### config.mk
export PLATFORM = sky130hd
export DESIGN_NAME = asr_rx
export DESIGN_NICKNAME = d
export VERILOG_FILES = /design/src/logic/asr_tick.v /design/src/logic/asr_rx.v
export VERILOG_INCLUDE_DIRS = /design/src /design/src/logic
export SDC_FILE = /design/constraint.sdc
export NUM_CORES = 1
export LEC_CHECK = 0
export BUFFER_PORTS_ARGS = -buffer_cell sky130_fd_sc_hd__clkbuf_2
export CORE_MARGIN = 1.5
export CORE_UTILIZATION = 60
export DETAILED_ROUTE_END_ITERATION = 10
export PLACE_DENSITY = 0.79
export SLEW_MARGIN = 25
export SYNTH_ARGS = -nofsm -noshare
export SYNTH_HDL_FRONTEND = slang
export SYNTH_SLANG_ARGS = --single-unit
### constraint.sdc
create_clock -name mclk -period 2.23 [get_ports mclk]
set_input_delay 0.1115 -clock mclk [delete_from_list [all_inputs] [get_ports mclk]]
set_output_delay 0.1115 -clock mclk [all_outputs]
set_load 0.1 [all_outputs]
### src/logic/asr_regs.vh
/*
  Constants for the asynchronous serial receiver: register offsets, bit positions,
  reset values and oversample phase numbers.
  Assumes it is included by bare name from the design files under logic/.
*/
// Functional notes
// - Characters are 8 or 9 data bits.
// - Ninth bit holds bit 8, or bit 7.
// - Data buffer is read-only behind the bus.
// - Full character loads buffer, sets full flag.
// - Full flag and enable raise interrupt request.
// - Line sampled at sixteen times baud.
// - Resync after start and one-to-zero data change.
// - Start is zero after three ones.
// - Start verified at phases 3, 5, 7.
// - Two ones among those restart search quietly.
// - Data bit is majority of 8-10; disagreement flags noise.
// - Ones at start phases 8-10 flag noise only.
// - Stop majority zero is framing; disagreement noise.
// - Break sets framing error as well.
// - Framing error set with the full flag.
// - Resync on each valid falling edge in character; the code ignores edges at phases 8-10.
// - All-zero character with zero stop is break.
// - Unread buffer: overrun set, new character dropped.
`ifndef ASR_REGS_VH
`define ASR_REGS_VH

// Register offsets.
`define ASR_OFS_CTRL1 3'h0
`define ASR_OFS_CTRL2 3'h1
`define ASR_OFS_STAT1 3'h2
`define ASR_OFS_STAT2 3'h3
`define ASR_OFS_DATA 3'h4
`define ASR_OFS_BAUD 3'h5

// Control register one bits.
`define ASR_C1_ENABLE 1
`define ASR_C1_NINE 0
// Control register two bits.
`define ASR_C2_RXEN 1
`define ASR_C2_IRQEN 0
// Status register one bits.
`define ASR_S1_FULL 3
`define ASR_S1_OVR 2
`define ASR_S1_NOISE 1
`define ASR_S1_FRAME 0
// Status register two bits.
`define ASR_S2_BREAK 1
`define ASR_S2_BUSY 0

// Reset values.
`define ASR_RST_CTRL 8'h00
`define ASR_RST_BAUD 8'h00
`define ASR_ZERO8 8'h00
`define ASR_ZERO9 9'h000

// Oversample phase numbers within a bit.
`define ASR_PH_LAST 4'hF
`define ASR_PH_S3 4'h2
`define ASR_PH_S5 4'h4
`define ASR_PH_S7 4'h6
`define ASR_PH_S8 4'h7
`define ASR_PH_S9 4'h8
`define ASR_PH_S10 4'h9
`define ASR_PH_EDGE 4'h1

// Stop bit index per frame (start + data bit count).
`define ASR_STOP_IDX8 4'h9
`define ASR_STOP_IDX9 4'hA

`endif

### src/logic/asr_tick.v
/*
  Oversample tick divider: pulses once per oversample period.
  Assumes mclk 100 MHz; the divide value comes from the baud register.
*/
`timescale 1ns/1ps
module asr_tick (
  // Clock and reset.
  input wire mclk,
  input wire rst_n,
  // Control.
  input wire run,
  input wire [7:0] divide,
  // Tick out.
  output reg tick
);

  reg [7:0] count;

  // Counts down from the divide value; one tick per wrap.
  always @(posedge mclk) begin
    if (!rst_n || !run) begin
      count <= 8'h00;
      tick <= 1'b0;
    end else if (count == 8'h00) begin
      count <= divide;
      tick <= 1'b1;
    end else begin
      count <= count - 8'h01;
      tick <= 1'b0;
    end
  end

endmodule

### src/logic/asr_rx.v
/*
  Receive half of an asynchronous NRZ serial port with 16x oversampling,
  majority voting, noise and framing detection and a read-only data buffer.
  Assumes the receive pin is asynchronous to mclk and a simple strobe register port.
*/
// The placing of the registers and the strobed register port were decided locally.
`timescale 1ns/1ps
`include "asr_regs.vh"
module asr_rx (
  // Clock and reset.
  input wire mclk,
  input wire rst_n,
  // Register port.
  input wire [2:0] addr,
  input wire [7:0] wdata,
  input wire wr,
  input wire rd,
  output reg [7:0] rdata,
  // Serial line.
  input wire rxd,
  // Interrupt request.
  output reg rx_irq
);

  localparam ST_IDLE = 2'b00;
  localparam ST_START = 2'b01;
  localparam ST_DATA = 2'b10;

  reg [7:0] control_reg_one;
  reg [7:0] control_reg_two;
  reg [7:0] baud;
  reg [7:0] receive_data_buffer;
  reg ninth_bit;
  reg receiver_full_flag;
  reg overrun_flag;
  reg noise_flag;
  reg framing_error_flag;
  reg break_flag;
  reg status_armed;
  reg [1:0] state;
  reg [3:0] oversample_clock;
  reg [3:0] bit_idx;
  reg [8:0] shift;
  reg [2:0] votes;
  reg [2:0] hist;
  reg prev_bit;
  reg pend_noise;
  reg sync1;
  reg sync2;
  reg sync3;
  reg line;
  wire tick;
  wire enabled;
  wire nine;
  wire [3:0] stop_idx;
  wire vote;
  wire disagree;

  // Majority of three samples.
  function maj3;
    input [2:0] s;
    begin
      maj3 = (s[0] & s[1]) | (s[0] & s[2]) | (s[1] & s[2]);
    end
  endfunction

  assign enabled = control_reg_one[`ASR_C1_ENABLE] & control_reg_two[`ASR_C2_RXEN];
  assign nine = control_reg_one[`ASR_C1_NINE];
  assign stop_idx = nine ? `ASR_STOP_IDX9 : `ASR_STOP_IDX8;
  assign vote = maj3({votes[2:1], line});
  assign disagree = ({votes[2:1], line} != 3'b000) && ({votes[2:1], line} != 3'b111);

  asr_tick u_tick (
    .mclk(mclk),
    .rst_n(rst_n),
    .run(enabled),
    .divide(baud),
    .tick(tick)
  );

  // Three-stage pin synchroniser; a change counts once stages two and three agree.
  always @(posedge mclk) begin
    if (!rst_n) begin
      sync1 <= 1'b1;
      sync2 <= 1'b1;
      sync3 <= 1'b1;
      line <= 1'b1;
    end else begin
      sync1 <= rxd;
      sync2 <= sync1;
      sync3 <= sync2;
      if (sync2 == sync3) begin
        line <= sync3;
      end
    end
  end

  // Register writes; the status-then-data sequence that clears the full flag runs in the receive engine.
  always @(posedge mclk) begin
    if (!rst_n) begin
      control_reg_one <= `ASR_RST_CTRL;
      control_reg_two <= `ASR_RST_CTRL;
      baud <= `ASR_RST_BAUD;
    end else if (wr) begin
      case (addr)
        `ASR_OFS_CTRL1: control_reg_one <= wdata;
        `ASR_OFS_CTRL2: control_reg_two <= wdata;
        `ASR_OFS_BAUD: baud <= wdata;
        default: ; // Data buffer is read-only; writes are ignored.
      endcase
    end
  end

  // Read data, presented in the cycle after the read strobe.
  always @(posedge mclk) begin
    if (!rst_n) begin
      rdata <= `ASR_ZERO8;
    end else if (rd) begin
      case (addr)
        `ASR_OFS_CTRL1: rdata <= control_reg_one;
        `ASR_OFS_CTRL2: rdata <= control_reg_two;
        `ASR_OFS_BAUD: rdata <= baud;
        `ASR_OFS_STAT1: rdata <= {4'h0, receiver_full_flag, overrun_flag, noise_flag, framing_error_flag};
        `ASR_OFS_STAT2: rdata <= {5'h00, ninth_bit, break_flag, (state != ST_IDLE)};
        `ASR_OFS_DATA: rdata <= receive_data_buffer;
        default: rdata <= `ASR_ZERO8;
      endcase
    end else begin
      rdata <= `ASR_ZERO8;
    end
  end

  // Interrupt request follows the full flag gated by its enable.
  always @(posedge mclk) begin
    if (!rst_n) begin
      rx_irq <= 1'b0;
    end else begin
      rx_irq <= receiver_full_flag & control_reg_two[`ASR_C2_IRQEN];
    end
  end

  // Receive engine: start search, verification, bit recovery and character delivery.
  always @(posedge mclk) begin
    if (!rst_n) begin
      state <= ST_IDLE;
      oversample_clock <= 4'h0;
      bit_idx <= 4'h0;
      shift <= `ASR_ZERO9;
      votes <= 3'b000;
      hist <= 3'b000;
      prev_bit <= 1'b1;
      pend_noise <= 1'b0;
      receive_data_buffer <= `ASR_ZERO8;
      ninth_bit <= 1'b0;
      receiver_full_flag <= 1'b0;
      overrun_flag <= 1'b0;
      noise_flag <= 1'b0;
      framing_error_flag <= 1'b0;
      break_flag <= 1'b0;
      status_armed <= 1'b0;
    end else begin
      // Reading status while full arms the clear; reading data then clears status.
      if (rd && addr == `ASR_OFS_STAT1 && receiver_full_flag) begin
        status_armed <= 1'b1;
      end
      if (rd && addr == `ASR_OFS_DATA && status_armed) begin
        status_armed <= 1'b0;
        receiver_full_flag <= 1'b0;
        overrun_flag <= 1'b0;
        noise_flag <= 1'b0;
        framing_error_flag <= 1'b0;
        break_flag <= 1'b0;
      end
      if (!enabled) begin
        state <= ST_IDLE;
        hist <= 3'b000;
      end else if (tick) begin
        case (state)
          ST_IDLE: begin
            hist <= {hist[1:0], line};
            if (hist == 3'b111 && !line) begin
              state <= ST_START;
              oversample_clock <= `ASR_PH_EDGE;
              pend_noise <= 1'b0;
            end
          end
          ST_START: begin
            oversample_clock <= oversample_clock + 4'h1;
            if (oversample_clock == `ASR_PH_S3) votes[2] <= line;
            if (oversample_clock == `ASR_PH_S5) votes[1] <= line;
            if (oversample_clock == `ASR_PH_S7) begin
              if (maj3({votes[2:1], line})) begin
                state <= ST_IDLE;
                hist <= 3'b000;
                oversample_clock <= 4'h0;
              end else if (disagree) begin
                pend_noise <= 1'b1;
              end
            end
            if (oversample_clock == `ASR_PH_S8) votes[2] <= line;
            if (oversample_clock == `ASR_PH_S9) votes[1] <= line;
            if (oversample_clock == `ASR_PH_S10 && {votes[2:1], line} != 3'b000) begin
              pend_noise <= 1'b1;
            end
            if (oversample_clock == `ASR_PH_LAST) begin
              state <= ST_DATA;
              bit_idx <= 4'h1;
              prev_bit <= 1'b0;
            end
          end
          ST_DATA: begin
            oversample_clock <= oversample_clock + 4'h1;
            // The line history also runs here, so a falling edge is a real 1-to-0 step.
            hist <= {hist[1:0], line};
            // A falling edge after a bit voted 1 realigns the phase to that edge.
            // Inside the voting window the phase is left alone, so a late edge cannot swallow a bit.
            if (prev_bit && hist[0] && !line &&
                (oversample_clock < `ASR_PH_S8 || oversample_clock > `ASR_PH_S10)) begin
              oversample_clock <= `ASR_PH_EDGE;
            end
            if (oversample_clock == `ASR_PH_S8) votes[2] <= line;
            if (oversample_clock == `ASR_PH_S9) votes[1] <= line;
            if (oversample_clock == `ASR_PH_S10) begin
              prev_bit <= vote;
              if (disagree) pend_noise <= 1'b1;
              if (bit_idx != stop_idx) begin
                shift <= {vote, shift[8:1]};
                bit_idx <= bit_idx + 4'h1;
              end else begin
                // The stop samples stay in the history, so a zero stop cannot pose as a new start.
                state <= ST_IDLE;
                if (receiver_full_flag) begin
                  overrun_flag <= 1'b1;
                end else begin
                  // Data moves to the buffer with the full flag.
                  receiver_full_flag <= 1'b1;
                  framing_error_flag <= ~vote;
                  noise_flag <= pend_noise | disagree;
                  if (nine) begin
                    receive_data_buffer <= shift[7:0];
                    ninth_bit <= shift[8];
                  end else begin
                    receive_data_buffer <= shift[8:1];
                    ninth_bit <= shift[8];
                  end
                  if (!vote && shift[8:1] == `ASR_ZERO8 && (!nine || !shift[0])) begin
                    break_flag <= 1'b1;
                    ninth_bit <= 1'b0;
                  end
                end
              end
            end
          end
          default: state <= ST_IDLE;
        endcase
      end
    end
  end

endmodule

Yosys cells after proc, flatten, opt, wreduce, memory -nomap -nowiden --
Index checks and enable logic that the tools add are counted.
Word-level totals: bits in registers 87, input port bits 16, output and inout bits 9, word-level logic and storage cells 203
Operators by class: bitwise logic cells 12, multiplexer cells 78, equality and inequality tests 33, reductions and logical operators 47, $add $sub $neg 3, $lt $le $gt $ge 2
Operator list (count):
- 2-to-1 mux 1 bit | 52
- one-hot mux 8 bit (6 select lines) | 1
- 2-to-1 mux 4 bit | 7
- inequality test 3 bit, second input constant | 7
- AND reduction 5 bit | 4
- inequality test 2 bit, second input constant | 9
- AND reduction 6 bit | 3
- zero test 8 bit | 2
- 2-to-1 mux 8 bit | 2
- 2-to-1 mux 2 bit | 7
- equality test 4 x 3 -> 1 bit, second input constant | 3
- equality test 4 bit, second input constant | 3
- logical AND 1 bit | 12
- one-hot mux 4 bit (3 select lines) | 1
- AND reduction 2 bit | 5
- equality test 3 bit, second input constant | 3
- adder 4 x 1 -> 4 bit, second input constant | 2
- one-hot mux 4 bit (2 select lines) | 1
- AND reduction 4 bit | 2
- subtractor 8 x 1 -> 8 bit, second input constant | 1
- AND reduction 7 bit | 1
- equality test 3 x 2 -> 1 bit, second input constant | 2
- zero test 1 bit | 6
- 2-to-1 mux 3 bit | 2
- 22 further kinds | 37

Logic depth before layout (Yosys ltp) --
Gate-level depths: netlist (run 1).
depth after elaboration 13, depth in mapped cells 8

Modules after synthesis --
From an unflattened synthesis (run 1), not the netlist that was laid out.
Unflattened totals: cells, all modules 471, area total of the unflattened synthesis 4259.1 um2
By module, submodules not included:
- asr_rx | cells each 418, area an instance 3784.9 um2, seq. area each 1561.5 um2, times used 1
- asr_tick | cells each 53, area an instance 474.2 um2, seq. area each 180.2 um2, times used 1

Worst setup path before layout (run 1) --
Ideal clock, no wire load.
path type register -> register, start point reg oversample_clock[0], end point reg oversample_clock[0], library setup time 96 ps, data required time 2134 ps, setup slack 473 ps, arrival time 1661 ps, stages on the path, launching flop included 8, period minus slack after synthesis 1757 ps, cells stage by stage dfxtp_1 -> inv_1 -> ha_1 -> or2_2 -> a221oi_2 -> a21oi_1 -> o21bai_1 -> a221oi_1
Between the ends: cells in the longest elaborated chain, start to end 5, elaborated cells between the ends (all ways) 10
Ends and longest elaborated chain:
- start, declared | RTL line asr_rx.v:41 | reg [3:0] oversample_clock;
- start signal, assigned | RTL line asr_rx.v:183 | oversample_clock <= `ASR_PH_EDGE;
- start signal, assigned | RTL line asr_rx.v:188 | oversample_clock <= oversample_clock + 4'h1;
- start signal, assigned | RTL line asr_rx.v:212 | oversample_clock <= oversample_clock + 4'h1;
- < comparator 4 x 3 -> 1 bit (no source line) / > comparator 4 bit (equally long branches)
- logical OR 1 bit (no source line)
- logical AND 1 bit | RTL line asr_rx.v:217 | if (prev_bit && hist[0] && !line &&
- 2-to-1 mux 4 bit | RTL line asr_rx.v:217
- one-hot mux 4 bit (3 select lines) * | RTL line asr_rx.v:178 | case (state)
Mark *: on every way between the ends. The rest lies on a longest branch, timed or not. A chain may end at the register's enable or synchronous reset.

Final worst setup path (run 1) --
start point reg state[0], end point reg ninth_bit
Between the ends: cells in the longest elaborated chain, start to end 2
Ends and longest elaborated chain:
- start, declared | RTL line asr_rx.v:40 | reg [1:0] state;
- start signal, assigned | RTL line asr_rx.v:145 | state <= ST_IDLE;
- start signal, assigned | RTL line asr_rx.v:175 | state <= ST_IDLE;
- start signal, assigned | RTL line asr_rx.v:182 | state <= ST_START;
- equality test 2 bit | RTL line asr_rx.v:178
- AND reduction 6 bit (no source line)
- end signal, assigned | RTL line asr_rx.v:241 | ninth_bit <= shift[8];
- end signal, assigned | RTL line asr_rx.v:244 | ninth_bit <= shift[8];
- end, declared | RTL line asr_rx.v:33 | reg ninth_bit;
Every way passes these cells.

==> results of run 1 <==
[report_power, final]
part | leakage [nW] | total [mW] | internal (mW) | switching, mW
registers | 0.702 | 1.57 | 1.56 | 0.00846
clock network | 0.109 | 1.16 | 0.568 | 0.594
logic | 0.896 | 0.129 | 0.0455 | 0.0832
total | 1.71 | 2.86 | 2.18 | 0.685
[how the worst max path moves through the flow]
stage	startpoint	to	slack, ns
2_1_floorplan	oversample_clock[0]$_SDFFE_PN0P_	oversample_clock[0]$_SDFFE_PN0P_	0.47
3_3_place_gp	state[0]$_SDFFE_PN0P_	ninth_bit$_SDFFE_PN0P_	0.29
3_5_place_dp	state[0]$_SDFFE_PN0P_	ninth_bit$_SDFFE_PN0P_	0.19
4_1_cts	state[0]$_SDFFE_PN0P_	receive_data_buffer[2]$_SDFFE_PN0P_	0.11
5_1_grt	state[0]$_SDFFE_PN0P_	ninth_bit$_SDFFE_PN0P_	0.007
6_report	state[0]$_SDFFE_PN0P_	ninth_bit$_SDFFE_PN0P_	0.16
[area by class of cell]
cell class / count / area, µm²
Inverter: 14 / 52.55
Fill cell: 517 / 2135
Sequential cell: 87 / 1742
Timing Repair Buffer: 40 / 261.5
Multi-Input combinational cell: 343 / 2252
Clock inverter: 6 / 76.32
Clock buffer: 10 / 137.6
Tap cell: 80 / 100.1
[logic make-up after synthesis]
logic type      after synthesis
compound gates               97
xor+xnor                      5
fa+ha+maj                    13
buf+inv                      37
flops                        87
mux                          33
simple gates                195
[placed cells by master, fill, tap and decap left out, types with 5 or more instances in the layout]
cell type / count
sky130_fd_sc_hd__mux4_2: 6
sky130_fd_sc_hd__a31oi_1: 5
sky130_fd_sc_hd__clkbuf_8: 10
sky130_fd_sc_hd__a21oi_1: 41
sky130_fd_sc_hd__a211oi_2: 8
sky130_fd_sc_hd__nor3_1: 8
sky130_fd_sc_hd__dfxtp_1: 87
sky130_fd_sc_hd__clkbuf_2: 24
sky130_fd_sc_hd__nor2b_1: 12
sky130_fd_sc_hd__nand3_1: 15
sky130_fd_sc_hd__buf_4: 8
sky130_fd_sc_hd__inv_1: 12
sky130_fd_sc_hd__mux2i_1: 25
sky130_fd_sc_hd__nand2_1: 69
sky130_fd_sc_hd__ha_1: 12
sky130_fd_sc_hd__and3_1: 5
sky130_fd_sc_hd__o21ai_1: 5
sky130_fd_sc_hd__nand2b_1: 11
sky130_fd_sc_hd__nor2_1: 45
sky130_fd_sc_hd__a211oi_1: 7
sky130_fd_sc_hd__nand3b_1: 6
sky130_fd_sc_hd__dlygate4sd3_1: 7
[timing repair]
| action | in CTS | in global routing |
|---|---|---|
| hold buffers | 7 | 0 |
| setup endpoints to repair | 0 | 2 |
| endpoints found under the hold margin | 10 | 0 |
| resized for setup | 0 | 1 |
[worst min-delay path: stages]
cell and delay [ns]:
sky130_fd_sc_hd__clkbuf_2 0.11, sky130_fd_sc_hd__nand2_1 0.06, sky130_fd_sc_hd__a21oi_1 0.05
[flip-flops by register name, summed over array words and instances, names as in the netlist, 2 cells and up]
signal	flops
u_tick.count	8
rdata	8
control_reg_one	8
hist	3
bit_idx	4
receive_data_buffer	8
control_reg_two	8
oversample_clock	4
shift	9
state	2
baud	8
votes	2
[metal layers]
metal	share of wire [%]	track usage [%]
met1	46	35.34
met2	47	41.59
met3	5.7	6.190
met4	1.8	9.238
met5	0	0
[stage by stage]
stage | power, mW | hold slack [ns]
6_report | 2.863 | 0.01911
5_1_grt | 2.958 | 0.01118
4_1_cts | 2.879 | 0.003301
3_5_place_dp | 1.725 | 0.3054
3_3_place_gp | 1.723 | 0.2958
2_1_floorplan | 1.687 | 0.2130
==> metrics.log, run 1 <==
[metrics] worst hold start: wdata[2]
[metrics] total via count in the routed design: 3,472
[metrics] type of element launching the critical path: flop
[metrics] wire length of the first global-routing pass: 15,240 µm
[metrics] # setup viols final: 0
[metrics] count of H-tree levels built during CTS: 3
[metrics] simple-gate area share of the yosys netlist: 23.04%
[metrics] Synth Flop Type: sky130_fd_sc_hd__dfxtp_1
[metrics] fraction of synthesis flops using an asynchronous set or reset pin: 0%
[metrics] Rows: 30
[metrics] power density over the cells: a little over 600 nW/µm²
[metrics] class of the most critical hold timing path: primary input to flop
[metrics] P_leak: roughly 1.7 nW
[metrics] Post-Route Setup TNS: 0 ns
[metrics] worst-case clock skew: about 0.013 ns
[metrics] largest net degree at the start of global routing: 44
[metrics] remaining antenna violation count: 0
[metrics] Routed Wire Length: 9286 µm
[metrics] cell family with the largest share of critical-path delay: simple AND/OR/NAND/NOR gates
[metrics] critical path arrival: approximately 2.3 ns
[metrics] cell area reported after detailed placement: 4334 µm²
[metrics] clock transition at the register clock pins on the worst setup and hold paths after CTS: approximately 0.090 ns
[metrics] worst path buffer plus inverter count: 2
[metrics] final critical delay including setup and external delays: 2.067 ns
[metrics] vias in the first global route: 3,262
[metrics] WS Path Type: flop to flop
[metrics] outcome: complete, no violations
[metrics] dominant combinational cell family by area after synthesis: simple AND/OR/NAND/NOR gates
[metrics] Total Routing Usage GR: roughly a quarter
[metrics] Min-Delay Path Depth: 3
[metrics] number of buffers added by the clock tree synthesis step: 9
[metrics] number of port buffers: 24
[metrics] compound-cell area share of the yosys netlist: 16.42%
[metrics] clock tree buffer depth: 2
[metrics] total number of nets in the final design: 523
[metrics] depth of the most critical reg-to-reg path: 8
[metrics] crit end category: flop
[metrics] number of buffers inserted by post-CTS setup repair: 0
[metrics] top post-synthesis cells by count: sky130_fd_sc_hd__dfxtp_1, sky130_fd_sc_hd__nand2_1, sky130_fd_sc_hd__nor2_1
[metrics] total global routing overflow: 0
[metrics] Reg2Reg Setup Slack: 0.16 ns
[metrics] drt pass-1 iters: 6
[metrics] Hold EP: baud[2]$_SDFFE_PN0P_
[metrics] fin crit share: 92.67%
[metrics] fraction of synthesized area in multiplexers: 9.819%
[metrics] Synth Area in Adders: 3.886%
[metrics] post-synthesis instance total: 467
[metrics] initial cell density of the core: 61.48%
[metrics] Crit path depth: 8
[metrics] post-synth net total: 495
[metrics] reg-to-reg critical path endpoint: ninth_bit$_SDFFE_PN0P_
[metrics] r2r startpoint: state[0]$_SDFFE_PN0P_
[metrics] count of flip-flops with a built-in enable after synthesis: 0
[metrics] Syn. warnings: 0
[metrics] biggest area contributors in the synthesized netlist: sky130_fd_sc_hd__dfxtp_1, sky130_fd_sc_hd__nand2_1, sky130_fd_sc_hd__mux2i_1, sky130_fd_sc_hd__a21oi_1, sky130_fd_sc_hd__nor2_1
[metrics] maximum fanout along the worst path: 22
[metrics] clock latency on the worst-skew pair: approximately 0.36 ns
[metrics] number of antenna diodes: 0
[metrics] Routed wire per std cell: 16.01 µm
[metrics] half-perimeter wire length after detailed placement: 6504 µm
[metrics] synthesized area: 4154 µm²
[metrics] routability-driven placement congestion ratio: 0.8773
[metrics] crit path setup slack, layout: 0.1635 ns
[metrics] violation count after the first detailed-routing iteration: between 300 and 400
[metrics] worst-path cell chain: inv_1, ha_1, nor2b_1, o21ai_2, nor4_4, buf_6, mux2i_1, nor2_1
[metrics] share of the yosys chip area belonging to registers: 41.93%
[metrics] clock tree from TritonCTS: yes
[metrics] headroom to the max-slew limit: 62.21%
[metrics] area of the die: ~7400 µm²
[metrics] Slew @ Worst Pin: roughly 0.56 ns
[metrics] Layout area overhead: 11.26%
[metrics] flops & latches, synth: 87
[metrics] pre-CTS worst setup slack: around 0.19 ns
[metrics] final hold viol count: 0
[metrics] Max stage delay on crit path: 0.35 ns
[metrics] Critical Path Slowest Stage Cell: sky130_fd_sc_hd__dfxtp_1
[metrics] clock sink count: 87
[metrics] count of cell types in the netlist: 66
[metrics] number of top-level design ports: 25
[metrics] post-DR vias/cell: between 5 and 6
[metrics] area of the core: 6756 µm²
[metrics] Post-Synth XOR/XNOR Area: 1.054%
[metrics] antenna violations before repair: 0
[metrics] die height: 86.21 µm
[metrics] fin cells: 580
[metrics] required time at the endpoint of the critical path: around 2.5 ns
[metrics] ratio of cells with drive above 1 in the final layout: 14.80%
[metrics] average footprint of a synthesized cell: 8.895 µm²
[metrics] peak supply drop: ~0.45 mV
[metrics] Inst Count DP: 557
[metrics] Yosys top cell area share: a little over two fifths
[metrics] count of unresolved DRC violations after routing: 0
[metrics] final cell area excluding filler cells: between 4000 and 5000 µm²
[metrics] number of slew-limit violations in the final report: 0
[metrics] max_cap viols: 0
[metrics] root buffer selected by CTS: sky130_fd_sc_hd__clkbuf_8
[metrics] highest clock frequency the design can meet: 0.4839 GHz
[metrics] RSZ-0062 raised after global routing: false
[metrics] area leader, netlist: sky130_fd_sc_hd__dfxtp_1
[metrics] utilization after layout: 68.41%
[metrics] chip width: between 80 and 90 µm
[metrics] dominant cell by count in the synthesized netlist: sky130_fd_sc_hd__dfxtp_1
Power figures use the tool's default switching activity.
==> inputs of run 2 (changes only) <==
--- a/config.mk
+++ b/config.mk
@@ -8,9 +8,9 @@
 export LEC_CHECK = 0
 export BUFFER_PORTS_ARGS = -buffer_cell sky130_fd_sc_hd__clkbuf_2
 export CORE_MARGIN = 1.5
-export CORE_UTILIZATION = 60
+export CORE_UTILIZATION = 50
 export DETAILED_ROUTE_END_ITERATION = 10
-export PLACE_DENSITY = 0.79
+export PLACE_DENSITY = 0.68
 export SLEW_MARGIN = 25
 export SYNTH_ARGS = -nofsm -noshare
 export SYNTH_HDL_FRONTEND = slang
==> run 2 against run 1 <==
Effect of this change:
- critical path type unchanged
- non-clock buffer count is the same
- sequential cell count is the same
- first-iteration DRC count shrank 37%
- combinational power is essentially flat
==> metrics.log, run 2 (synthesis gave the netlist of run 1 again) <==
[metrics] clock tree buffer depth: 2
[metrics] vias in the first global route: 3,068
[metrics] clock transition at the register clock pins on the worst setup and hold paths after CTS: 0.09 ns
[metrics] ratio of cells with drive above 1 in the final layout: 14.80%
[metrics] Routed wire per std cell: 14.98 µm
[metrics] WS Path Type: flop to flop
[metrics] metal1 wirelength: 4593 µm
[metrics] wire length on met3: between 300 and 400 µm
[metrics] violation count after the first detailed-routing iteration: roughly 190
[metrics] peak supply drop: roughly 0.26 mV
[metrics] most common library cell in the layout ignoring fill and taps: sky130_fd_sc_hd__dfxtp_1
[metrics] outcome: complete, no violations
[metrics] count of unresolved DRC violations after routing: 0
[metrics] cts repair resizes: 0
[metrics] wire length of the first global-routing pass: between 10,000 and 15,000 µm
[metrics] required time at the endpoint of the critical path: 2.51 ns
[metrics] worst-case clock skew: just under 0.01 ns
[metrics] total via count in the routed design: 3,417
[metrics] Routed Wire Length: 9065 µm
[metrics] remaining antenna violation count: 0
[metrics] largest net degree at the start of global routing: 31
[metrics] type of element launching the critical path: flop
[metrics] clock latency on the worst-skew pair: 0.36 ns
[metrics] P_leak: around 1.7 nW
[metrics] drt pass-1 iters: 5
[metrics] area of the die: 8864 µm²
[metrics] area of the core: just over 8000 µm²
[metrics] chip width: 94.15 µm
[metrics] RSZ-0062 raised after global routing: false
[metrics] critical path arrival: 2.32 ns
[metrics] class of the most critical hold timing path: primary input to flop
[metrics] headroom to the max-slew limit: 59.72%
[metrics] met2 WL: 3969 µm
[metrics] clock tree from TritonCTS: yes
[metrics] Layout area overhead: 11.11%
[metrics] half-perimeter wire length after detailed placement: 6512 µm
[metrics] number of slew-limit violations in the final report: 0
[metrics] Slew @ Worst Pin: about 0.60 ns
[metrics] antenna violations before repair: 0
[metrics] routability-driven placement congestion ratio: between 0.8 and 0.9
[metrics] post-DR vias/cell: 5.648
[metrics] final critical delay including setup and external delays: 2.037 ns
[metrics] power density over the cells: between 500 and 600 nW/µm²
[metrics] total global routing overflow: 0
[metrics] total number of nets in the final design: between 500 and 600
[metrics] max_cap viols: 0
[metrics] crit end category: flop
[metrics] cell area reported after detailed placement: 4373 µm²
[metrics] die height: 94.15 µm
[metrics] root buffer selected by CTS: sky130_fd_sc_hd__clkbuf_8
[metrics] commonest non-fill, non-tap cells in the layout: sky130_fd_sc_hd__dfxtp_1, sky130_fd_sc_hd__nand2_1, sky130_fd_sc_hd__nor2_1
[metrics] Post-Route Setup TNS: 0 ns
[metrics] highest signal layer in the routed design: met4
[metrics] initial cell density of the core: 51.07%
[metrics] max reg flops: 9
[metrics] Total Routing Usage GR: between 20% and 30%
[metrics] final hold viol count: 0
[metrics] number of port buffers: 24
[metrics] clock sink count: 87
[metrics] highest clock frequency the design can meet: 0.4910 GHz
[metrics] number of antenna diodes: 0
[metrics] maximum fanout along the worst path: 7
[metrics] fill cell total of the finished layout: 733
[metrics] Rows: 33
[metrics] # setup viols final: 0
[metrics] count of H-tree levels built during CTS: 3
[metrics] number of top-level design ports: 25
[metrics] final cell area excluding filler cells: 4616 µm²
[metrics] fin crit share: between 90% and 100%
[metrics] number of buffers added by the clock tree synthesis step: 9
[metrics] register name with the most flops: shift
-- run 2: cell types whose count changed in the layout (fill, tap and decap cells not counted) --
cell,change
sky130_fd_sc_hd__buf_4,+2
sky130_fd_sc_hd__buf_6,-1
sky130_fd_sc_hd__bufinv_16,-1
sky130_fd_sc_hd__clkbuf_1,+1
sky130_fd_sc_hd__clkinv_4,-1
sky130_fd_sc_hd__clkinvlp_4,+2
sky130_fd_sc_hd__dlygate4sd3_1,-1
sky130_fd_sc_hd__inv_8,-1
-- run 2: power by group --
part	switching, mW	internal [mW]
sequential	0.00800	1.56
clock	0.574	0.446
combinational	0.0819	0.0455
-- run 2: per-layer routing --
layer  global-route usage (%)  up-vias
met5                        0        -
met4                    8.085        0
met3                    2.832       15
met2                    32.43       73
met1                    30.02     1619
li1                         -     1710
-- run 2: worst max-delay path, stage by stage, from the launching register on --
cell,delay (ns)
sky130_fd_sc_hd__dfxtp_1,0.41
sky130_fd_sc_hd__inv_1,0.08
sky130_fd_sc_hd__ha_1,0.28
sky130_fd_sc_hd__and3b_1,0.26
sky130_fd_sc_hd__o2111ai_1,0.26
sky130_fd_sc_hd__or4_1,0.53
sky130_fd_sc_hd__o22ai_1,0.15
-- run 2: repair_timing --
action                                 CTS  global route
buffers inserted                         0             0
hold buffers                             6             0
endpoints found under the hold margin   12             0
-- run 2: layout make-up --
type	count	area [µm²]	share of cell area [%]
inverter	14	52.55	1.139
tap	105	131.4	2.846
multi-input combinational	343	2252	48.79
clock buffer	11	141.4	3.063
clock inverter	5	41.29	0.8946
timing repair buffer	40	255.2	5.530
sequential	87	1742	37.73
-- run 2: worst paths after layout --
path                    startpoint                         endpoint  slack [ns]  cells past startpoint
max          state[0]$_SDFFE_PN0P_          bit_idx[3]$_SDFFE_PN0P_        0.19                      6
min                       wdata[3]  control_reg_one[3]$_SDFFE_PN0P_        0.02                      3
max reg2reg  state[0]$_SDFFE_PN0P_          bit_idx[3]$_SDFFE_PN0P_        0.19                      6
min reg2reg       sync1$_SDFF_PN1_                 sync2$_SDFF_PN1_        0.43                      1
-- run 2: stage by stage --
step	setup WS (ns)	utilization, %	hold slack [ns]	total power, mW	std cells
floorplan	0.4731	-	0.2130	1.687	467
global placement	0.2931	53.76	0.2963	1.726	583
detailed placement	0.2288	53.76	0.3009	1.726	583
CTS	0.2195	56.75	0.001712	2.750	605
global route	0.04156	56.75	0.02521	2.810	605
finish	0.1935	56.75	0.01969	2.719	605
==> inputs of run 3 (changes only) <==
--- a/config.mk
+++ b/config.mk
@@ -8,9 +8,9 @@
 export LEC_CHECK = 0
 export BUFFER_PORTS_ARGS = -buffer_cell sky130_fd_sc_hd__clkbuf_2
 export CORE_MARGIN = 1.5
-export CORE_UTILIZATION = 50
+export CORE_UTILIZATION = 39
 export DETAILED_ROUTE_END_ITERATION = 10
-export PLACE_DENSITY = 0.68
+export PLACE_DENSITY = 0.63
 export SLEW_MARGIN = 25
 export SYNTH_ARGS = -nofsm -noshare
 export SYNTH_HDL_FRONTEND = slang
==> run 3 against run 2 <==
Effect of this change:
- design area grew 2.1%
- register-to-register slack lost 0.03 ns
- critical path depth is the same
- die area grew 27%
- largest cell class unchanged
==> metrics.log, run 3 (synthesis gave the netlist of run 1 again) <==
[metrics] utilization after layout: between 40% and 50%
[metrics] Reg power frac: between 50% and 60%
[metrics] critical path arrival: 2.35 ns
[metrics] outcome: complete, no violations
[metrics] Reg2Reg Setup Slack: between 0.15 and 0.2 ns
[metrics] count of H-tree levels built during CTS: 3
[metrics] proportion of total power due to net switching: 23.82%
[metrics] routability-driven placement congestion ratio: between 0.8 and 0.9
[metrics] class of the most critical hold timing path: primary input to flop
[metrics] maximum fanout along the worst path: 9
[metrics] half-perimeter wire length after detailed placement: approximately 6600 µm
[metrics] fin crit share: 92.68%
[metrics] count of unresolved DRC violations after routing: 0
[metrics] cell area reported after detailed placement: 4429 µm²
[metrics] number of top-level design ports: 25
[metrics] chip width: 106.2 µm
[metrics] number of buffers inserted by post-CTS setup repair: 0
[metrics] pre-CTS worst setup slack: roughly 0.23 ns
[metrics] fill cell total of the finished layout: between 1,000 and 1,500
[metrics] max_cap viols: 0
[metrics] combinational cell fraction of total power: 4.6%
[metrics] number of port buffers: 24
[metrics] headroom to the max-slew limit: between 50% and 60%
[metrics] WHS: 0.03030 ns
[metrics] switching power: between 0.6 and 0.7 mW
[metrics] type of element launching the critical path: flop
[metrics] total via count in the routed design: 3,358
[metrics] Post-Route Setup TNS: 0 ns
[metrics] die height: 106.2 µm
[metrics] drt pass-1 iters: 4
[metrics] Slew @ Worst Pin: 0.5984 ns
[metrics] remaining antenna violation count: 0
[metrics] area of the core: 10,320 µm²
[metrics] RSZ-0062 raised after global routing: false
[metrics] root buffer selected by CTS: sky130_fd_sc_hd__clkbuf_8
[metrics] clock transition at the register clock pins on the worst setup and hold paths after CTS: around 0.090 ns
[metrics] clock tree buffer depth: 2
[metrics] number of slew-limit violations in the final report: 0
[metrics] WS Path Type: flop to flop
[metrics] total global routing overflow: 0
[metrics] Layout area overhead: 13.49%
[metrics] wire length of the first global-routing pass: 16,020 µm
[metrics] most common library cell in the layout ignoring fill and taps: sky130_fd_sc_hd__dfxtp_1
[metrics] internal power: 2.168 mW
[metrics] Routed Wire Length: 9369 µm
[metrics] highest clock frequency the design can meet: 0.4838 GHz
[metrics] crit end category: flop
[metrics] vias in the first global route: 3,196
[metrics] max reg flops: 9
[metrics] # setup viols final: 0
[metrics] initial cell density of the core: 40.24%
[metrics] clock network fraction of total power: 40.1%
[metrics] final cell area excluding filler cells: 4715 µm²
[metrics] total number of nets in the final design: 524
[metrics] clock tree from TritonCTS: yes
[metrics] register name with the most flops: shift
[metrics] peak supply drop: 0.2799 mV
[metrics] required time at the endpoint of the critical path: 2.51 ns
[metrics] Total Routing Usage GR: 17.72%
[metrics] crit path setup slack, layout: 0.1632 ns
[metrics] Rows: 37
[metrics] final hold viol count: 0
[metrics] largest net degree at the start of global routing: between 50 and 60
[metrics] number of antenna diodes: 0
[metrics] post-DR vias/cell: 5.272
[metrics] area of the die: between 10,000 and 15,000 µm²
[metrics] final critical delay including setup and external delays: 2.067 ns
[metrics] worst-case clock skew: 0.005410 ns
[metrics] clock sink count: 87
[metrics] commonest non-fill, non-tap cells in the layout: sky130_fd_sc_hd__dfxtp_1, sky130_fd_sc_hd__nand2_1, sky130_fd_sc_hd__nor2_1
[metrics] number of buffers added by the clock tree synthesis step: 9
[metrics] antenna violations before repair: 0
[metrics] clock latency on the worst-skew pair: 0.35 ns
[metrics] P_leak: between 1.5 and 2 nW
[metrics] ratio of cells with drive above 1 in the final layout: 14.77%
[metrics] power density over the cells: 603.6 nW/µm²
[metrics] violation count after the first detailed-routing iteration: approximately 260
[metrics] Routed wire per std cell: 14.71 µm
## run 3: cell count changes in the layout (fill, tap and decap cells not counted), sizes merged
cell,change
clkbuf,-1
bufinv,+1
dlygate4sd3,+2
buf,-1
## run 3: area by class of cell
| class | instances | area, µm² | share of cell area, % |
|---|---|---|---|
| Multi-Input combinational cell | 343 | 2252 | 47.77 |
| Tap cell | 136 | 170.2 | 3.609 |
| Clock buffer | 10 | 137.6 | 2.919 |
| Clock inverter | 6 | 67.56 | 1.433 |
| Sequential cell | 87 | 1742 | 36.94 |
| Timing Repair Buffer | 41 | 292.8 | 6.210 |
| Inverter | 14 | 52.55 | 1.115 |
## run 3: metrics by stage
stage | instances | power [mW]
finish | 637 | 2.846
global route | 637 | 2.959
CTS | 637 | 2.878
detailed placement | 613 | 1.731
global placement | 613 | 1.729
floorplan | 467 | 1.687
## run 3: metal layers
metal	up-vias	GRT usage [%]	share of wire (%)
met3	12	2.698	4.1
li1	1711	-	-
met2	73	25.85	43
met4	0	7.046	1.6
met5	-	0	0
met1	1562	25.97	51
## run 3: critical path: stages (launching register included)
cell                        delay, ns
sky130_fd_sc_hd__dfxtp_1         0.41
sky130_fd_sc_hd__inv_1           0.10
sky130_fd_sc_hd__ha_1            0.31
sky130_fd_sc_hd__and3b_1         0.27
sky130_fd_sc_hd__o2111ai_1       0.23
sky130_fd_sc_hd__or4_1           0.52
sky130_fd_sc_hd__o22ai_1         0.15
## run 3: repair_timing
item | CTS | global route
endpoints found under the hold margin | 18 | 0
gates resized for setup | 0 | 0
hold buffers | 8 | 0
## run 3: path summary, 6_finish.rpt
kind / cells past startpoint / start / endpoint
worst max-delay path: 6 / state[0]$_SDFFE_PN0P_ / bit_idx[3]$_SDFFE_PN0P_
worst min-delay path: 3 / wdata[2] / control_reg_two[2]$_SDFFE_PN0P_
worst max register to register: 6 / state[0]$_SDFFE_PN0P_ / bit_idx[3]$_SDFFE_PN0P_
worst min register to register: 1 / sync1$_SDFF_PN1_ / sync2$_SDFF_PN1_
## run 3: power groups by stage
stage / logic [mW] / clock network (mW) / registers [mW]
2_1_floorplan: 0.0744 / 0 / 1.61
3_3_place_gp: 0.121 / 0 / 1.61
3_5_place_dp: 0.122 / 0 / 1.61
4_1_cts: 0.133 / 1.17 / 1.57
5_1_grt: 0.147 / 1.24 / 1.57
6_report: 0.132 / 1.14 / 1.57
